$ cat src/ldf_params.svh
/*
 * Timing counts, widths and reset values of the low-side driver fault logic.
 * Assumes a 100 MHz system clock; included by bare name.
 */
`ifndef LDF_PARAMS_SVH
`define LDF_PARAMS_SVH

`define LDF_CLK_NS 10
`define LDF_CHANNELS 8
// Overcurrent deglitch, nominal figure, least time rounded up
`define LDF_OCP_DEGLITCH_NS 3000
`define LDF_OCP_CYC ((`LDF_OCP_DEGLITCH_NS + `LDF_CLK_NS - 1) / `LDF_CLK_NS)
`define LDF_OCP_CNT_W 9
// Open-load deglitch, nominal figure
`define LDF_OL_DEGLITCH_NS 17000
`define LDF_OL_CYC ((`LDF_OL_DEGLITCH_NS + `LDF_CLK_NS - 1) / `LDF_CLK_NS)
`define LDF_OL_CNT_W 11
// Input glitch filter: shorter pulses are dropped
`define LDF_FILT_NS 30
`define LDF_FILT_CYC ((`LDF_FILT_NS + `LDF_CLK_NS - 1) / `LDF_CLK_NS)
`define LDF_FILT_CNT_W 3
`define LDF_DATA_RST 8'h00
`define LDF_CTRL_RST 8'h00
`define LDF_SHIFT_RST 16'h0000
`define LDF_FAULT_RST 16'h0000

`endif

$ cat src/ldf_pkg.sv
/*
 * Types of the low-side driver fault logic: fault bank layout and the
 * decoded special command. Assumes ldf_params.svh for the constants.
 */
package ldf_pkg;

  typedef enum logic [2:0] {
    LDF_CMD_WR_CTRL,
    LDF_CMD_RD_CTRL,
    LDF_CMD_RD_DATA,
    LDF_CMD_FAULT_RST,
    LDF_CMD_PWM_START
  } ldf_cmd_code_t;

  typedef struct packed {
    logic valid;
    ldf_cmd_code_t code;
  } ldf_cmd_t;

  // Shifted out open-load byte first, then overcurrent byte
  typedef struct packed {
    logic [7:0] open_load_bits;
    logic [7:0] overcurrent_flag;
  } ldf_fault_t;

endpackage
$ cat src/ldf_core.sv
/*
 * Eight-channel low-side driver digital core: serial shift register,
 * data/control/fault banks, fault deglitch and shared alert.
 * Assumes analog comparators and a special-command decoder outside,
 * the decoder on mclk_in and the pins and comparators asynchronous.
 */
`timescale 1ns/1ps
`include "ldf_params.svh"

module ldf_core #(
  parameter bit OPEN_LOAD_DETECT = 1'b1
) (
  input wire logic mclk_in,
  input wire logic nrst_in,
  input wire logic sclk_in,
  input wire logic latch_in,
  input wire logic serial_data_in,
  input wire logic chip_reset_n_in,
  input wire logic [7:0] overcurrent_in,
  input wire logic [7:0] open_load_sense_in,
  input wire logic thermal_shutdown_in,
  input wire logic supply_undervoltage_lockout_in,
  input wire ldf_pkg::ldf_cmd_t special_cmd_in,
  output logic serial_data_out,
  output logic fault_alert_n_out,
  output logic fault_alert_n_oe_out,
  output logic [7:0] channel_on_out,
  output logic [7:0] ctrl_reg_out,
  output logic pwm_start_out
);

  // Pin filters
  logic [3:0] pin_raw;
  logic [3:0] pin_f;
  assign pin_raw = {chip_reset_n_in, serial_data_in, latch_in, sclk_in};

  genvar gp;
  generate
    for (gp = 0; gp < 4; gp++)
    begin : g_pin
      ldf_filt u_filt (
        .mclk_in(mclk_in),
        .nrst_in(nrst_in),
        .raw_in(pin_raw[gp]),
        .clean_out(pin_f[gp])
      );
    end
  endgenerate

  logic sclk_f;
  logic latch_f;
  logic sdat_f;
  logic rst_pin_n_f;
  assign {rst_pin_n_f, sdat_f, latch_f, sclk_f} = pin_f;

  // Comparator synchronisers: first stage read only by second
  logic [17:0] ana_s1_q;
  logic [17:0] ana_s2_q;
  always_ff @(posedge mclk_in)
  begin
    if (!nrst_in)
    begin
      ana_s1_q <= '0;
      ana_s2_q <= '0;
    end
    else
    begin
      ana_s1_q <= {supply_undervoltage_lockout_in, thermal_shutdown_in,
                   open_load_sense_in, overcurrent_in};
      ana_s2_q <= ana_s1_q;
    end
  end

  logic uv_s;
  logic tsd_s;
  logic [7:0] ol_s;
  logic [7:0] oc_s;
  assign {uv_s, tsd_s, ol_s, oc_s} = ana_s2_q;

  // Undervoltage acts as a full logic reset and clears the alert enable
  logic lrst;
  assign lrst = uv_s | ~rst_pin_n_f;

  // Serial link state
  logic sclk_prev_q;
  logic latch_prev_q;
  logic [15:0] sr_q;
  logic [15:0] sr_d;
  logic dout_q;
  logic dout_d;
  logic wr_ctrl_pend_q;
  logic wr_ctrl_pend_d;
  logic rd_pend_q;
  logic rd_pend_d;
  logic [7:0] data_q;
  logic [7:0] data_d;
  logic [7:0] ctrl_q;
  logic [7:0] ctrl_d;
  logic pwm_q;
  logic pwm_d;
  logic commit;
  logic frst;
  ldf_pkg::ldf_fault_t fault_q;
  ldf_pkg::ldf_fault_t fault_d;

  logic sclk_rise;
  logic sclk_fall;
  logic latch_rise;
  logic latch_fall;
  assign sclk_rise = sclk_f & ~sclk_prev_q;
  assign sclk_fall = ~sclk_f & sclk_prev_q;
  assign latch_rise = latch_f & ~latch_prev_q;
  assign latch_fall = ~latch_f & latch_prev_q;

  always_comb
  begin
    sr_d = sr_q;
    dout_d = dout_q;
    wr_ctrl_pend_d = wr_ctrl_pend_q;
    rd_pend_d = rd_pend_q;
    data_d = data_q;
    ctrl_d = ctrl_q;
    pwm_d = 1'b0;
    commit = 1'b0;
    frst = 1'b0;
    if (special_cmd_in.valid)
    begin
      unique case (special_cmd_in.code)
        ldf_pkg::LDF_CMD_WR_CTRL: wr_ctrl_pend_d = 1'b1;
        ldf_pkg::LDF_CMD_RD_CTRL:
        begin
          sr_d = {ctrl_q, 8'h00};
          dout_d = ctrl_q[7];
          rd_pend_d = 1'b1;
        end
        ldf_pkg::LDF_CMD_RD_DATA:
        begin
          sr_d = {data_q, 8'h00};
          dout_d = data_q[7];
          rd_pend_d = 1'b1;
        end
        ldf_pkg::LDF_CMD_FAULT_RST: frst = 1'b1;
        ldf_pkg::LDF_CMD_PWM_START: pwm_d = 1'b1;
        default: pwm_d = 1'b0;
      endcase
    end
    else if (latch_fall)
    begin
      // A pending register read keeps its copy for this one frame
      rd_pend_d = 1'b0;
      if (!rd_pend_q)
      begin
        // Fresh fault snapshot at frame start, read while writing
        sr_d = fault_q;
        dout_d = fault_q.open_load_bits[7];
      end
    end
    else if (latch_rise)
    begin
      commit = ~wr_ctrl_pend_q;
      if (wr_ctrl_pend_q)
        ctrl_d = sr_q[7:0];
      else
        data_d = sr_q[7:0];
      wr_ctrl_pend_d = 1'b0;
    end
    else if (sclk_rise && !latch_f)
      sr_d = {sr_q[14:0], sdat_f};
    else if (sclk_fall && !latch_f)
      dout_d = sr_q[15];
  end

  // Fault deglitch per channel
  logic [7:0] oc_set;
  logic [7:0] ol_set;
  genvar gc;
  generate
    for (gc = 0; gc < `LDF_CHANNELS; gc++)
    begin : g_ch
      logic [`LDF_OCP_CNT_W-1:0] oc_cnt_q;
      logic [`LDF_OCP_CNT_W-1:0] oc_cnt_d;
      logic [`LDF_OL_CNT_W-1:0] ol_cnt_q;
      logic [`LDF_OL_CNT_W-1:0] ol_cnt_d;
      logic oc_act;
      logic ol_act;
      assign oc_act = oc_s[gc] & channel_on_out[gc];
      // Sensing only while driven off, on the detecting variant
      assign ol_act = OPEN_LOAD_DETECT & ol_s[gc] & ~data_q[gc];
      always_comb
      begin
        oc_cnt_d = '0;
        ol_cnt_d = '0;
        if (oc_act && oc_cnt_q != `LDF_OCP_CNT_W'(`LDF_OCP_CYC))
          oc_cnt_d = oc_cnt_q + `LDF_OCP_CNT_W'(1);
        else if (oc_act)
          oc_cnt_d = oc_cnt_q;
        if (ol_act && ol_cnt_q != `LDF_OL_CNT_W'(`LDF_OL_CYC))
          ol_cnt_d = ol_cnt_q + `LDF_OL_CNT_W'(1);
        else if (ol_act)
          ol_cnt_d = ol_cnt_q;
      end
      always_ff @(posedge mclk_in)
      begin
        if (!nrst_in || lrst)
        begin
          oc_cnt_q <= '0;
          ol_cnt_q <= '0;
        end
        else
        begin
          oc_cnt_q <= oc_cnt_d;
          ol_cnt_q <= ol_cnt_d;
        end
      end
      assign oc_set[gc] = oc_act &&
        oc_cnt_q == `LDF_OCP_CNT_W'(`LDF_OCP_CYC - 1);
      assign ol_set[gc] = ol_act &&
        ol_cnt_q == `LDF_OL_CNT_W'(`LDF_OL_CYC - 1);
    end
  endgenerate

  // Set wins over any clear in the same cycle
  logic [7:0] oc_clr;
  logic [7:0] ol_clr;
  always_comb
  begin
    oc_clr = {8{frst}} | ({8{commit}} & ~data_d);
    ol_clr = {8{frst}} | ({8{commit}} & data_d);
    fault_d.overcurrent_flag = oc_set | (fault_q.overcurrent_flag & ~oc_clr);
    fault_d.open_load_bits = OPEN_LOAD_DETECT ?
      (ol_set | (fault_q.open_load_bits & ~ol_clr)) : 8'h00;
  end

  // Outputs
  logic [7:0] chan_d;
  logic alert_oe_d;
  always_comb
  begin
    // Overcurrent channel stays off until its flag is cleared
    chan_d = data_d & ~fault_d.overcurrent_flag & {8{~tsd_s}};
    alert_oe_d = (|fault_d) | tsd_s;
  end

  always_ff @(posedge mclk_in)
  begin
    if (!nrst_in || lrst)
    begin
      sclk_prev_q <= 1'b0;
      // Idle latch level, so leaving reset is no false commit
      latch_prev_q <= 1'b1;
      sr_q <= `LDF_SHIFT_RST;
      dout_q <= 1'b0;
      wr_ctrl_pend_q <= 1'b0;
      rd_pend_q <= 1'b0;
      data_q <= `LDF_DATA_RST;
      ctrl_q <= `LDF_CTRL_RST;
      pwm_q <= 1'b0;
      fault_q <= `LDF_FAULT_RST;
      channel_on_out <= 8'h00;
      fault_alert_n_oe_out <= 1'b0;
    end
    else
    begin
      sclk_prev_q <= sclk_f;
      latch_prev_q <= latch_f;
      sr_q <= sr_d;
      dout_q <= dout_d;
      wr_ctrl_pend_q <= wr_ctrl_pend_d;
      rd_pend_q <= rd_pend_d;
      data_q <= data_d;
      ctrl_q <= ctrl_d;
      pwm_q <= pwm_d;
      fault_q <= fault_d;
      channel_on_out <= chan_d;
      fault_alert_n_oe_out <= alert_oe_d;
    end
  end

  // Open-drain alert only ever pulls low; line level comes from the chain
  always_ff @(posedge mclk_in)
  begin
    fault_alert_n_out <= 1'b0;
  end

  assign serial_data_out = dout_q;
  assign ctrl_reg_out = ctrl_q;
  assign pwm_start_out = pwm_q;

endmodule // ldf_core

$ cat src/ldf_filt.sv
/*
 * Two-flop synchroniser plus digital glitch filter for one pin.
 * Assumes the pin is asynchronous to mclk_in.
 */
`timescale 1ns/1ps
`include "ldf_params.svh"

module ldf_filt (
  input wire logic mclk_in,
  input wire logic nrst_in,
  input wire logic raw_in,
  output logic clean_out
);

  logic s1_q;
  logic s2_q;
  logic clean_q;
  logic clean_d;
  logic [`LDF_FILT_CNT_W-1:0] cnt_q;
  logic [`LDF_FILT_CNT_W-1:0] cnt_d;

  // Level must stay different for the whole window before it is taken
  always_comb
  begin
    clean_d = clean_q;
    cnt_d = '0;
    if (s2_q != clean_q)
    begin
      if (cnt_q == `LDF_FILT_CNT_W'(`LDF_FILT_CYC - 1))
        clean_d = s2_q;
      else
        cnt_d = cnt_q + `LDF_FILT_CNT_W'(1);
    end
  end

  always_ff @(posedge mclk_in)
  begin
    if (!nrst_in)
    begin
      s1_q <= 1'b0;
      s2_q <= 1'b0;
      clean_q <= 1'b0;
      cnt_q <= '0;
    end
    else
    begin
      s1_q <= raw_in;
      s2_q <= s1_q;
      clean_q <= clean_d;
      cnt_q <= cnt_d;
    end
  end

  assign clean_out = clean_q;

endmodule // ldf_filt

$ cat config.mk
export PLATFORM = sky130hd
export DESIGN_NAME = ldf_core
export DESIGN_NICKNAME = d
export VERILOG_FILES = /design/src/ldf_pkg.sv /design/src/ldf_core.sv /design/src/ldf_filt.sv
export VERILOG_INCLUDE_DIRS = /design/src
export SDC_FILE = /design/constraint.sdc
export NUM_CORES = 1
export LEC_CHECK = 0
export BUFFER_PORTS_ARGS = -buffer_cell sky130_fd_sc_hd__buf_2
export CORE_ASPECT_RATIO = 0.5
export CORE_MARGIN = 1.5
export CORE_UTILIZATION = 50
export CTS_CLUSTER_DIAMETER = 80
export CTS_CLUSTER_SIZE = 24
export DETAILED_ROUTE_END_ITERATION = 6
export MAX_ROUTING_LAYER = met4
export PLACE_DENSITY = 0.67
export SYNTH_ARGS = -nofsm -noshare
export SYNTH_HDL_FRONTEND = slang
export SYNTH_HIERARCHICAL = 1
export SYNTH_SLANG_ARGS = --single-unit
$ cat constraint.sdc
create_clock -name mclk_in -period 6.22 [get_ports mclk_in]
set_input_delay 0.933 -clock mclk_in [delete_from_list [all_inputs] [get_ports mclk_in]]
set_output_delay 0.933 -clock mclk_in [all_outputs]
set_load 0.02 [all_outputs]
Yosys cells after proc, flatten, opt, wreduce, memory -nomap -nowiden

Cells that the tools add are included.
W data, S select, Z words.

Register bits: 283
Output and inout port bits: 20
Word-level logic and storage cells: 312

$add $sub $neg: 20
Eq/ne operators: 67
Multiplexer cells: 62
Bitwise gates (word level): 58
Reductions and logical operators: 58

Operators by type and width:

| operator                | number |
|---|---|
| $mux W11                | 16 |
| $mux W9                 | 16 |
| $add A11 B1 Y11 const B | 8 |
| $eq A11 B11 Y1 const B  | 8 |
| $ne A11 B11 Y1 const B  | 8 |
| $mux W16                | 5 |
| $add A9 B1 Y9 const B   | 8 |
| $eq A9 B9 Y1 const B    | 8 |
| $ne A9 B9 Y1 const B    | 8 |
| $and A8 B8 Y8           | 6 |
| $logic_and A1 B1 Y1     | 34 |
| $ne A2 B1 Y1 const B    | 17 |
| $mux W8                 | 4 |
| $not A8 Y8              | 4 |
| $or A8 B8 Y8            | 4 |
| $pmux W16 S2            | 1 |
| $not A1 Y1              | 22 |
| $and A1 B1 Y1           | 20 |
| $mux W1                 | 19 |
| $eq A3 B2 Y1 const B    | 6 |
| $reduce_or A16 Y1       | 1 |
| $add A3 B1 Y3 const B   | 4 |
| $reduce_or A3 Y1        | 4 |
| $reduce_and A2 Y1       | 5 |
| other kinds (18)        | 29 |

Logic depth before layout (Yosys ltp)

Gate-level depths: netlist of the first run.

Word-level depth: 14
Gate-level depth with buffers: 8

By module

The synthesis of the first run kept the hierarchy.

Modules (own cells, without submodules):

| module                         | instances | cells an instance | area an instance (µm²) |
|---|---|---|---|
| ldf_core                       | 1         | 1,208             | 10,936.7 |
| ldf_filt (g_pin[0].u_filt ...) | 3         | 21                | 232.7 |
| ldf_filt (g_pin[2].u_filt)     | 1         | 22                | 231.5 |

Worst setup path after synthesis of the first run

Ideal clock, no wire load.

Path type: input-to-reg
Start point: input special_cmd_in[3] (netlist name)
End point: register fault_alert_n_oe_out
Library setup time: 133 ps
Data arrival time: 2,687 ps
Required time: 6,087 ps
Setup slack: 3,401 ps
Stages on the path: 8
Buffers on the path: 2
Path through: buf_6 -> or4b_1 -> buf_2 -> o211ai_2 -> o31ai_1 -> or4_1 -> nor3_1 -> a31oi_1

Longest elaborated chain between the ends: 9

RTL lines:

| what                  | RTL line        | RTL |
|---|---|---|
| start, declared       | ldf_core.sv:23  | `input wire ldf_pkg::ldf_cmd_t special_cmd_in,` |
| $mux W8               | ldf_core.sv:126 | `if (special_cmd_in.valid)` |
| $not A8 Y8            | ldf_core.sv:227 | `oc_clr = {8{frst}} \| ({8{commit}} & ~data_d);` |
| $and A8 B8 Y8         | ldf_core.sv:227 |  |
| $or A8 B8 Y8          | ldf_core.sv:227 |  |
| $not A8 Y8            | ldf_core.sv:229 | `fault_d.overcurrent_flag = oc_set \| (fault_q.overcurrent_flag & ~oc_clr);` |
| $and A8 B8 Y8         | ldf_core.sv:229 |  |
| $or A8 B8 Y8          | ldf_core.sv:229 |  |
| $reduce_or A16 Y1 (*) | ldf_core.sv:241 | `alert_oe_d = (\|fault_d) \| tsd_s;` |
| $or A1 B1 Y1 (*)      | ldf_core.sv:241 |  |
| end signal, assigned  | ldf_core.sv:275 | `fault_alert_n_oe_out <= alert_oe_d;` |
| end, declared         | ldf_core.sv:26  | `output logic fault_alert_n_oe_out,` |

Every way passes the cells marked *; elsewhere a longest branch is shown, timed or not.
A chain may end at the register's enable or synchronous reset.

Worst setup path in the final report of the first run

Ends and elaborated chain as after synthesis.

==> reports/metrics.yaml, run 1 <==
status:
  status: "complete, but fails checks"
  violations: "design-rule violations"
logic_synthesis:
  simple_gate_portion_of_the_synthesized_area: 0.270
  synth.lib_cells_used.distinct: 52
  compound_gate_portion_of_the_synthesized_area: 0.0796
  post_synth.cell_area_avg_um2: 9.18
  synth_adder_area_share: 0.0422
  syn-cell-area_um2: 11900
  mappedNetlistNets: 1361
  muxShareOfSynthArea: 0.0295
  fraction_of_registers_with_async_set_or_reset_after_synthesis: 0
  synthDominantCellAreaShare: 0.477
  synth.top_cells.by_area: "sky130_fd_sc_hd__dfxtp_1 (48%), sky130_fd_sc_hd__xor2_1 (6.0%), sky130_fd_sc_hd__nor2_1 (5.9%), sky130_fd_sc_hd__ha_1 (4.2%), sky130_fd_sc_hd__and2_1 (3.4%)"
  synth_edf_count: 0
  synth_largest_area_cell: "sky130_fd_sc_hd__dfxtp_1"
  total_of_warnings_raised_by_yosys: 6
  ys_seq_elements: 283
  post_synth_xor_area_fraction: 0.0768
  synth_sequential_area_ratio: 0.477
  gate_count_of_the_mapped_netlist: 1293
  yosys_most_used_dff: "sky130_fd_sc_hd__dfxtp_1"
  dominant_combinational_cell_family_by_area_after_synthesis: "simple AND/OR/NAND/NOR gates"
placed_design:
  detailed_place_hpwl_um: 17200
  gp_congestion: 0.864
  dpl_worst_slack_ps: 2780
  dpl-instance-area_um2: 12400
  buffers_on_ports: 46
global_route:
  antenna_found_initial: 0
  groute.usage.overall: 0.206
  grt_start_max_net_pins: 59
  grt_pass1_vias: 8423
  globalRouteOverflowTotal: 0
  wire_length_of_the_first_global_routing_pass_um: 41000
finish:
  finalCoreUtilization: 0.555
  final_area_um2: 12800
  flow.area_growth_from_synthesis_pct: 7.73
  diodes: 0
  nets: 1396
  layout_cell_share_with_drive_strength_beyond_1: 0.0640
critical_path:
  crit_path_max_fanout: 19
  cp.required_ps: 6600
  worstSetupPathType: "input port to flop"
  worst_setup_path_end_kind: "flop"
  crit_path_dat_ps: 3370
  timing.reg2reg.setup_slack_ps: 3520
  worstReg2RegEnd: "fault_alert_n_oe_out$_SDFF_PP0_"
  crit_path_start_kind: "input port"
  worstReg2RegStart: "g_pin[1].u_filt/clean_out$_SDFFE_PN0P_"
  reg2reg_depth: 6
floorplan:
  core_rows: 39
  die_outline_width_um: 221
  floorplan.initialDensity: 0.515
  die-height_um: 112
  floorplan.die_area_um2: 24700
  core_area_um2: 23000
  ios: 48
clock_network:
  cts_post_setup_buffers_inserted: 0
  insertion_delay_ps: 510
  clock_path_buffers: 3
  tritoncts: "yes"
  cts.sinks: 283
  htree_num_levels: 1
  cts-resized-gates: 0
  cts_bufs_inserted: 15
  root_buffer: "sky130_fd_sc_hd__clkbuf_16"
  cts_hold_repair.buffers: 0
  clkSlewWorstSetupHoldPaths_ps: 90
sta:
  final.setup.worst_slack_ps: 3240
  clock-skew-final_ps: 16.9
  rsz0062_at_grt: "no"
  slew_viol_final: 0
  fmax_mhz: 335
  finalSetupViolations: 0
  tightest_slew_ps: 991
  final.min_clock_period_ps: 2980
  fin_setup_tns_ps: 0
  timing.max_slew.rel_slack: 0.333
  final_hold_viol_count: 0
  layout_worst_path_cycle_share: 0.479
detailed_routing:
  drc: 1
  detail_route.wl_per_cell_um: 15.0
  detailroute.via_count: 8975
  drt_first_pass_iters: 7
  drtIter0Drc: 597
  postRouteAntennaNets: 0
  postRouteWirelength_um: 24500
  post_drt_via_cell_ratio: 5.49
power_and_ir_drop:
  powerDensity_nw_per_um2: 226
  leakagePower_nw: 4.49
  vdd.ir_drop.worst_mv: 0.117
min_path:
  startpoint_of_the_tightest_hold_check_path: "ana_s1_q[3]$_SDFF_PN0_"
  hold_class: "flop to flop"
  min_to: "ana_s2_q[3]$_SDFF_PN0_"
  hold_path_depth: 1
flow_run:
  maxCapViolations: 0
-- Yosys cell counts (7+ instances only) --
| library cell | count |
|---|---|
| sky130_fd_sc_hd__and3_1 | 39 |
| sky130_fd_sc_hd__ha_1 | 40 |
| sky130_fd_sc_hd__a222oi_1 | 7 |
| sky130_fd_sc_hd__a32oi_1 | 7 |
| sky130_fd_sc_hd__nor4bb_1 | 8 |
| sky130_fd_sc_hd__nor2b_1 | 10 |
| sky130_fd_sc_hd__xnor2_1 | 23 |
| sky130_fd_sc_hd__nand3b_1 | 14 |
| sky130_fd_sc_hd__a31oi_1 | 8 |
| sky130_fd_sc_hd__a211oi_1 | 17 |
| sky130_fd_sc_hd__mux2i_1 | 26 |
| sky130_fd_sc_hd__nand2_1 | 85 |
| sky130_fd_sc_hd__nor4b_1 | 7 |
| sky130_fd_sc_hd__nor2_1 | 188 |
| sky130_fd_sc_hd__a21oi_1 | 46 |
| sky130_fd_sc_hd__dfxtp_1 | 283 |
| sky130_fd_sc_hd__nand4_1 | 35 |
| sky130_fd_sc_hd__and2_1 | 65 |
| sky130_fd_sc_hd__nor3b_1 | 8 |
| sky130_fd_sc_hd__or4bb_1 | 8 |
| sky130_fd_sc_hd__a22oi_1 | 10 |
| sky130_fd_sc_hd__inv_1 | 40 |
| sky130_fd_sc_hd__xor2_1 | 81 |
| sky130_fd_sc_hd__nand2b_1 | 16 |
| sky130_fd_sc_hd__o21ai_0 | 34 |
| sky130_fd_sc_hd__clkbuf_1 | 28 |
| sky130_fd_sc_hd__or3_1 | 23 |
| sky130_fd_sc_hd__nand3_1 | 65 |
| sky130_fd_sc_hd__nor3_1 | 13 |
| sky130_fd_sc_hd__mux2_2 | 7 |
-- area by class of cell --
| class | count | area [µm²] |
|---|---|---|
| inverter | 40 | 150 |
| sequential | 283 | 5670 |
| tap | 307 | 384 |
| timing repair buffer | 51 | 268 |
| clock inverter | 2 | 16.3 |
| multi-input combinational | 937 | 5920 |
| fill | 2113 | 10200 |
| clock buffer | 15 | 375 |
-- metal layers --
layer  vias to the layer above  global-route usage  part of all wire
li1                       4531                   -                 -
met1                      4264               0.281              0.50
met2                       154               0.323              0.44
met3                        26              0.0375             0.048
met4                         0              0.0354             0.013
met5                         -                   -                 0
-- registers in the layout, summed over array words and instances, names as in the netlist --
signal / cells
ana_s1_q: 18
ana_s2_q: 18
channel_on_out: 8
ctrl_reg_out: 8
data_q: 8
fault_alert_n_oe_out: 1
fault_q: 16
g_ch.oc_cnt_q: 72
g_ch.ol_cnt_q: 88
g_pin.u_filt/clean_out: 4
g_pin.u_filt/cnt_q: 12
g_pin.u_filt/s1_q: 4
g_pin.u_filt/s2_q: 4
latch_prev_q: 1
pwm_start_out: 1
rd_pend_q: 1
sclk_prev_q: 1
serial_data_out: 1
sr_q: 16
wr_ctrl_pend_q: 1
-- cells by family after synthesis --
family,count (synthesis)
adders and majority gates,40
muxes,34
and+or+nand+nor,609
other,1
xor gates and xnor gates,104
AOI/OAI and AO/OA,149
DFF,283
buffers and inverters,73
-- worst max path at each step --
stage / start / to / slack (ps)
floorplan: special_cmd_in[3] / fault_alert_n_oe_out$_SDFF_PP0_ / 3400
CTS: special_cmd_in[3] / fault_alert_n_oe_out$_SDFF_PP0_ / 3330
global route: special_cmd_in[3] / fault_alert_n_oe_out$_SDFF_PP0_ / 3120
global placement: special_cmd_in[3] / fault_alert_n_oe_out$_SDFF_PP0_ / 2860
finish: special_cmd_in[3] / fault_alert_n_oe_out$_SDFF_PP0_ / 3240
detailed placement: special_cmd_in[3] / fault_alert_n_oe_out$_SDFF_PP0_ / 2780
-- power by group --
group	switching (mW)	internal, mW
logic	0.0268	0.0202
clock network	0.575	0.440
registers	0.00641	1.82
-- placed cells by master (no fill, tap or decap), types with 7 or more instances in the layout --
master,instances
sky130_fd_sc_hd__nor2b_1,10
sky130_fd_sc_hd__or4bb_1,8
sky130_fd_sc_hd__or3_1,23
sky130_fd_sc_hd__a32oi_1,7
sky130_fd_sc_hd__and2_1,65
sky130_fd_sc_hd__o21ai_0,34
sky130_fd_sc_hd__nand2_1,85
sky130_fd_sc_hd__buf_2,46
sky130_fd_sc_hd__a222oi_1,7
sky130_fd_sc_hd__nor4b_1,7
sky130_fd_sc_hd__nor4bb_1,8
sky130_fd_sc_hd__nand3b_1,14
sky130_fd_sc_hd__mux2_2,7
sky130_fd_sc_hd__nand2b_1,16
sky130_fd_sc_hd__dfxtp_1,283
sky130_fd_sc_hd__a21oi_1,46
sky130_fd_sc_hd__xnor2_1,23
sky130_fd_sc_hd__nor3_1,13
sky130_fd_sc_hd__nand3_1,65
sky130_fd_sc_hd__nor2_1,188
sky130_fd_sc_hd__a211oi_1,17
sky130_fd_sc_hd__nand4_1,35
sky130_fd_sc_hd__a31oi_1,8
sky130_fd_sc_hd__inv_1,40
sky130_fd_sc_hd__ha_1,40
sky130_fd_sc_hd__clkbuf_16,15
sky130_fd_sc_hd__nor3b_1,7
sky130_fd_sc_hd__and3_1,39
sky130_fd_sc_hd__mux2i_1,26
sky130_fd_sc_hd__xor2_1,81
sky130_fd_sc_hd__a22oi_1,9
-- critical path, cell delays in order --
cell                       delay [ps]
sky130_fd_sc_hd__buf_2            310
sky130_fd_sc_hd__nand4b_1         760
sky130_fd_sc_hd__o211ai_1         390
sky130_fd_sc_hd__o31ai_1          170
sky130_fd_sc_hd__or4_1            500
sky130_fd_sc_hd__nor3_1           200
sky130_fd_sc_hd__a31oi_1          100
-- through the flow --
stage               cells  hold WS (ps)  power [mW]
floorplan            1293           412        1.90
global placement     1618           414        1.92
detailed placement   1618           418        1.92
CTS                  1635           439        2.93
global route         1635           446        3.00
finish               1635           437        2.89
(Power assumes the default switching activity.)
==> inputs of run 2 (changes only) <==
--- a/config.mk
+++ b/config.mk
@@ -6,6 +6,7 @@
 export SDC_FILE = /design/constraint.sdc
 export NUM_CORES = 1
 export LEC_CHECK = 0
+export ABC_AREA = 1
 export BUFFER_PORTS_ARGS = -buffer_cell sky130_fd_sc_hd__buf_2
 export CORE_ASPECT_RATIO = 0.5
 export CORE_MARGIN = 1.5
@@ -14,7 +15,7 @@
 export CTS_CLUSTER_SIZE = 24
 export DETAILED_ROUTE_END_ITERATION = 6
 export MAX_ROUTING_LAYER = met4
-export PLACE_DENSITY = 0.67
+export PLACE_DENSITY = 0.69
 export SYNTH_ARGS = -nofsm -noshare
 export SYNTH_HDL_FRONTEND = slang
 export SYNTH_HIERARCHICAL = 1
==> constraint.sdc (replaced) <==
create_clock -name mclk_in -period 2.45 [get_ports mclk_in]
set_input_delay 0.3675 -clock mclk_in [delete_from_list [all_inputs] [get_ports mclk_in]]
set_output_delay 0.3675 -clock mclk_in [all_outputs]
set_load 0.02 [all_outputs]
==> run 2 against run 1 <==
The flow now finishes without violations. Cell area rose by 5.1%. Clock-buffer cell count did not move. Clock power rose to 2.5 times the previous value. Die area rose by 5.0%. Critical path type is now flop to flop. Largest cell class is now sequential cells. Largest power group unchanged.
==> reports/metrics.yaml, run 2 <==
logic_synthesis:
  total_of_warnings_raised_by_yosys: 6  # unchanged
  synthDominantCellAreaShare: 0.454  # was 0.477
  post_synth.cell_area_avg_um2: 7.42  # was 9.18 µm²
  fraction_of_registers_with_async_set_or_reset_after_synthesis: 0  # unchanged
  gate_count_of_the_mapped_netlist: 1680  # was 1293
  synthMostInstantiatedCell: "sky130_fd_sc_hd__nand2_1"  # was sky130_fd_sc_hd__dfxtp_1
  yosys_most_used_dff: "sky130_fd_sc_hd__dfxtp_1"  # unchanged
  mappedNetlistNets: 1748  # was 1361
  synth.lib_cells_used.distinct: 44  # was 52
  synth_largest_area_cell: "sky130_fd_sc_hd__dfxtp_1"  # unchanged
  ys_seq_elements: 283  # unchanged
  syn-cell-area_um2: 12500  # was 11900 µm²
  synth_edf_count: 0  # unchanged
  synth_sequential_area_ratio: 0.454  # was 0.477
  yosys-top-cells-count: "sky130_fd_sc_hd__nand2_1 (285), sky130_fd_sc_hd__dfxtp_1 (283), sky130_fd_sc_hd__inv_1 (267)"  # was sky130_fd_sc_hd__dfxtp_1 (283), sky130_fd_sc_hd__nor2_1 (188), sky130_fd_sc_hd__nand2_1 (85)
  synth.top_cells.by_area: "sky130_fd_sc_hd__dfxtp_1 (45%), sky130_fd_sc_hd__nand2_1 (8.6%), sky130_fd_sc_hd__inv_1 (8.0%), sky130_fd_sc_hd__nor2_1 (6.2%), sky130_fd_sc_hd__a21oi_1 (5.4%)"  # was sky130_fd_sc_hd__dfxtp_1 (48%), sky130_fd_sc_hd__xor2_1 (6.0%), sky130_fd_sc_hd__nor2_1 (5.9%), sky130_fd_sc_hd__ha_1 (4.2%), sky130_fd_sc_hd__and2_1 (3.4%)
finish:
  flow.area_growth_from_synthesis_pct: 7.71  # was 7.73%
  nets: 1790  # was 1396
  top_registers: "g_ch.ol_cnt_q (88), g_ch.oc_cnt_q (72)"  # unchanged
  multi_input_comb_area_um2: 5610  # was 5920 µm²
  layout_cell_share_with_drive_strength_beyond_1: 0.0650  # was 0.0640
  largest_register_ffs: 88  # unchanged
  commonest_non_fill_non_tap_cells_in_the_layout: "sky130_fd_sc_hd__nand2_1 (285), sky130_fd_sc_hd__dfxtp_1 (283), sky130_fd_sc_hd__inv_1 (267), sky130_fd_sc_hd__nor2_1 (205), sky130_fd_sc_hd__a21oi_1 (135)"  # was sky130_fd_sc_hd__dfxtp_1 (283), sky130_fd_sc_hd__nor2_1 (188), sky130_fd_sc_hd__nand2_1 (85), sky130_fd_sc_hd__xor2_1 (81)
  top_register: "g_ch.ol_cnt_q"  # unchanged
  nFillCells: 2264  # was 2113
  diodes: 0  # unchanged
  final-seq-area_um2: 5670  # unchanged
  layout.cells.most_common: "sky130_fd_sc_hd__nand2_1"  # was sky130_fd_sc_hd__dfxtp_1
  finalCoreUtilization: 0.555  # about the same
critical_path:
  crit_path_dat_ps: 2160  # was 3370 ps
  worst_setup_path_end_kind: "flop"  # unchanged
  crit_path_start_kind: "flop"  # was input port
  cp.required_ps: 2850  # was 6600 ps
  crit_path_max_fanout: 11  # was 19
  cp.buffers_inverters: 1  # unchanged
  critPathSlowestCell: "sky130_fd_sc_hd__dfxtp_1"  # was sky130_fd_sc_hd__nand4b_1
  worst_path_dominant_cell_family: "simple AND/OR/NAND/NOR gates"  # unchanged
  path_depth: 11  # was 7
  worstSetupPathType: "flop to flop"  # was input port to flop
  critPathMostFrequentCell: "sky130_fd_sc_hd__nand2_1"
  crit_path_max_incr_delay_ps: 470  # was 760 ps
  worstPathCellList: "inv_2 -> nor2_4 -> nand2_4 -> nor2_4 -> nand2_1 -> nand2_1 -> nand2_1 -> nor2_1 -> nand2_1 -> nor2_1 -> a21oi_1"  # was buf_2 -> nand4b_1 -> o211ai_1 -> o31ai_1 -> or4_1 -> nor3_1 -> a31oi_1
  reg2reg_depth: 11  # was 6
power_and_ir_drop:
  leakagePower_nw: 5.02  # was 4.49 nW
  vdd.ir_drop.worst_mv: 0.379  # was 0.117 mV
  total_power_mw: 7.37  # was 2.89 mW
  powerDensity_nw_per_um2: 549  # was 226 nW/µm²
sta:
  timing.max_slew.rel_slack: 0.550  # was 0.333
  fmax_mhz: 567
  fin_setup_tns_ps: 0  # unchanged
  finalSetupViolations: 0  # unchanged
  rsz0062_at_grt: "no"  # unchanged
  final_hold_viol_count: 0  # unchanged
  layout_worst_path_cycle_share: 0.719
  slew_viol_final: 0  # unchanged
  final.min_clock_period_ps: 1760
  clock-skew-final_ps: 23.1  # was 16.9 ps
  tightest_slew_ps: 674  # was 991 ps
detailed_routing:
  drc: 0  # was 1
  detailroute.via_count: 10618  # was 8975
  drt_first_pass_iters: 5  # was 7
  drtIter0Drc: 844  # was 597
  maxUsedRoutingLayer: "met4"  # unchanged
  detail_route.wl_per_cell_um: 12.7  # was 15.0 µm
  post_drt_via_cell_ratio: 5.16  # was 5.49
  wl_met1_um: 12700  # was 12300 µm
  met2RoutedLength_um: 11900  # was 10700 µm
  postRouteWirelength_um: 26100  # was 24500 µm
  routed-wl-met3_um: 1060  # was 1180 µm
  postRouteAntennaNets: 0  # unchanged
floorplan:
  core_area_um2: 24200  # was 23000 µm²
  core_rows: 40  # was 39
  floorplan.die_area_um2: 26000  # was 24700 µm²
  ios: 48  # unchanged
  die-height_um: 115  # was 112 µm
  die_outline_width_um: 226  # was 221 µm
  floorplan.initialDensity: 0.515  # about the same
clock_network:
  clkSlewWorstSetupHoldPaths_ps: 100  # was 90 ps
  insertion_delay_ps: 510  # about the same
  cts.sinks: 283  # unchanged
  cts_post_setup_buffers_inserted: 0  # unchanged
  cts-resized-gates: 0  # unchanged
  clock_path_buffers: 3  # unchanged
  htree_num_levels: 1  # unchanged
  cts_hold_repair.buffers: 0  # unchanged
  tritoncts: "yes"  # unchanged
  cts_bufs_inserted: 15  # unchanged
  root_buffer: "sky130_fd_sc_hd__clkbuf_16"  # unchanged
status:
  status: "finished clean"  # was complete, but fails checks
min_path:
  hold_path_depth: 3  # was 1
  hold_class: "input port to flop"  # was flop to flop
placed_design:
  gp_congestion: 0.895  # was 0.864
  buffers_on_ports: 46  # unchanged
  detailed_place_hpwl_um: 19200  # was 17200 µm
global_route:
  wire_length_of_the_first_global_routing_pass_um: 44500  # was 41000 µm
  grt_pass1_vias: 9858  # was 8423
  globalRouteOverflowTotal: 0  # unchanged
  groute.usage.overall: 0.212  # was 0.206
  grt_start_max_net_pins: 53  # was 59
  antenna_found_initial: 0  # unchanged
flow_run:
  maxCapViolations: 0  # unchanged
## run 2: area by class of cell
type	instances	area share
clock inverter	2	0.00121
multi-input combinational	1090	0.418
tap	336	0.0313
inverter	279	0.0780
timing repair buffer	53	0.0220
clock buffer	15	0.0279
sequential	283	0.422
## run 2: tightest hold or removal path: cells and delay by family
kind	cells	cell delay [ps]
buf+inv	2	110
simple gates	1	40
## run 2: report_power, final
group          internal [mW]  leakage, nW  switching [mW]
Sequential              4.63         2.29          0.0149
Clock                   1.12        0.190            1.47
Combinational         0.0437         2.55          0.0940
Total                   5.79         5.02            1.57
## run 2: final timing paths
| kind | start | endpoint | slack (ps) |
|---|---|---|---|
| max | g_pin[1].u_filt/clean_out$_SDFFE_PN0P_ | fault_alert_n_oe_out$_SDFF_PP0_ | 690 |
| min | chip_reset_n_in | g_pin[3].u_filt/s1_q$_SDFF_PN0_ | 40 |
| max reg2reg | g_pin[1].u_filt/clean_out$_SDFFE_PN0P_ | fault_alert_n_oe_out$_SDFF_PP0_ | 690 |
| min reg2reg | ana_s1_q[14]$_SDFF_PN0_ | ana_s2_q[14]$_SDFF_PN0_ | 420 |
## run 2: kinds of logic (layout without fill, tap and decap cells)
kind of cell	Yosys count	after routing	share of synthesized area
other	1	1	0.000301
muxes	1	1	0.000803
AOI/OAI and AO/OA	290	290	0.129
DFF	283	283	0.454
and+or+nand+nor	723	723	0.255
xor gates and xnor gates	35	35	0.0246
buffers and inverters	307	349	0.0956
adders and majority gates	40	40	0.0401
## run 2: layer usage
layer,global-route usage,vias to the layer above
met4,0.0502,0
met2,0.352,209
li1,-,5505
met5,-,-
met3,0.0362,38
met1,0.272,4866
## run 2: metrics by stage
step                      hold slack (ps)  setup WS (ps)  instances  instance area [µm²]
after global placement                392            570       2041                13000
after detailed placement              397            523       2041                13000
after floorplan                       390            988       1680                12500
after CTS                            15.1            672       2058                13400
after global routing                 33.4            485       2058                13400
final                                35.1            688       2058                13400
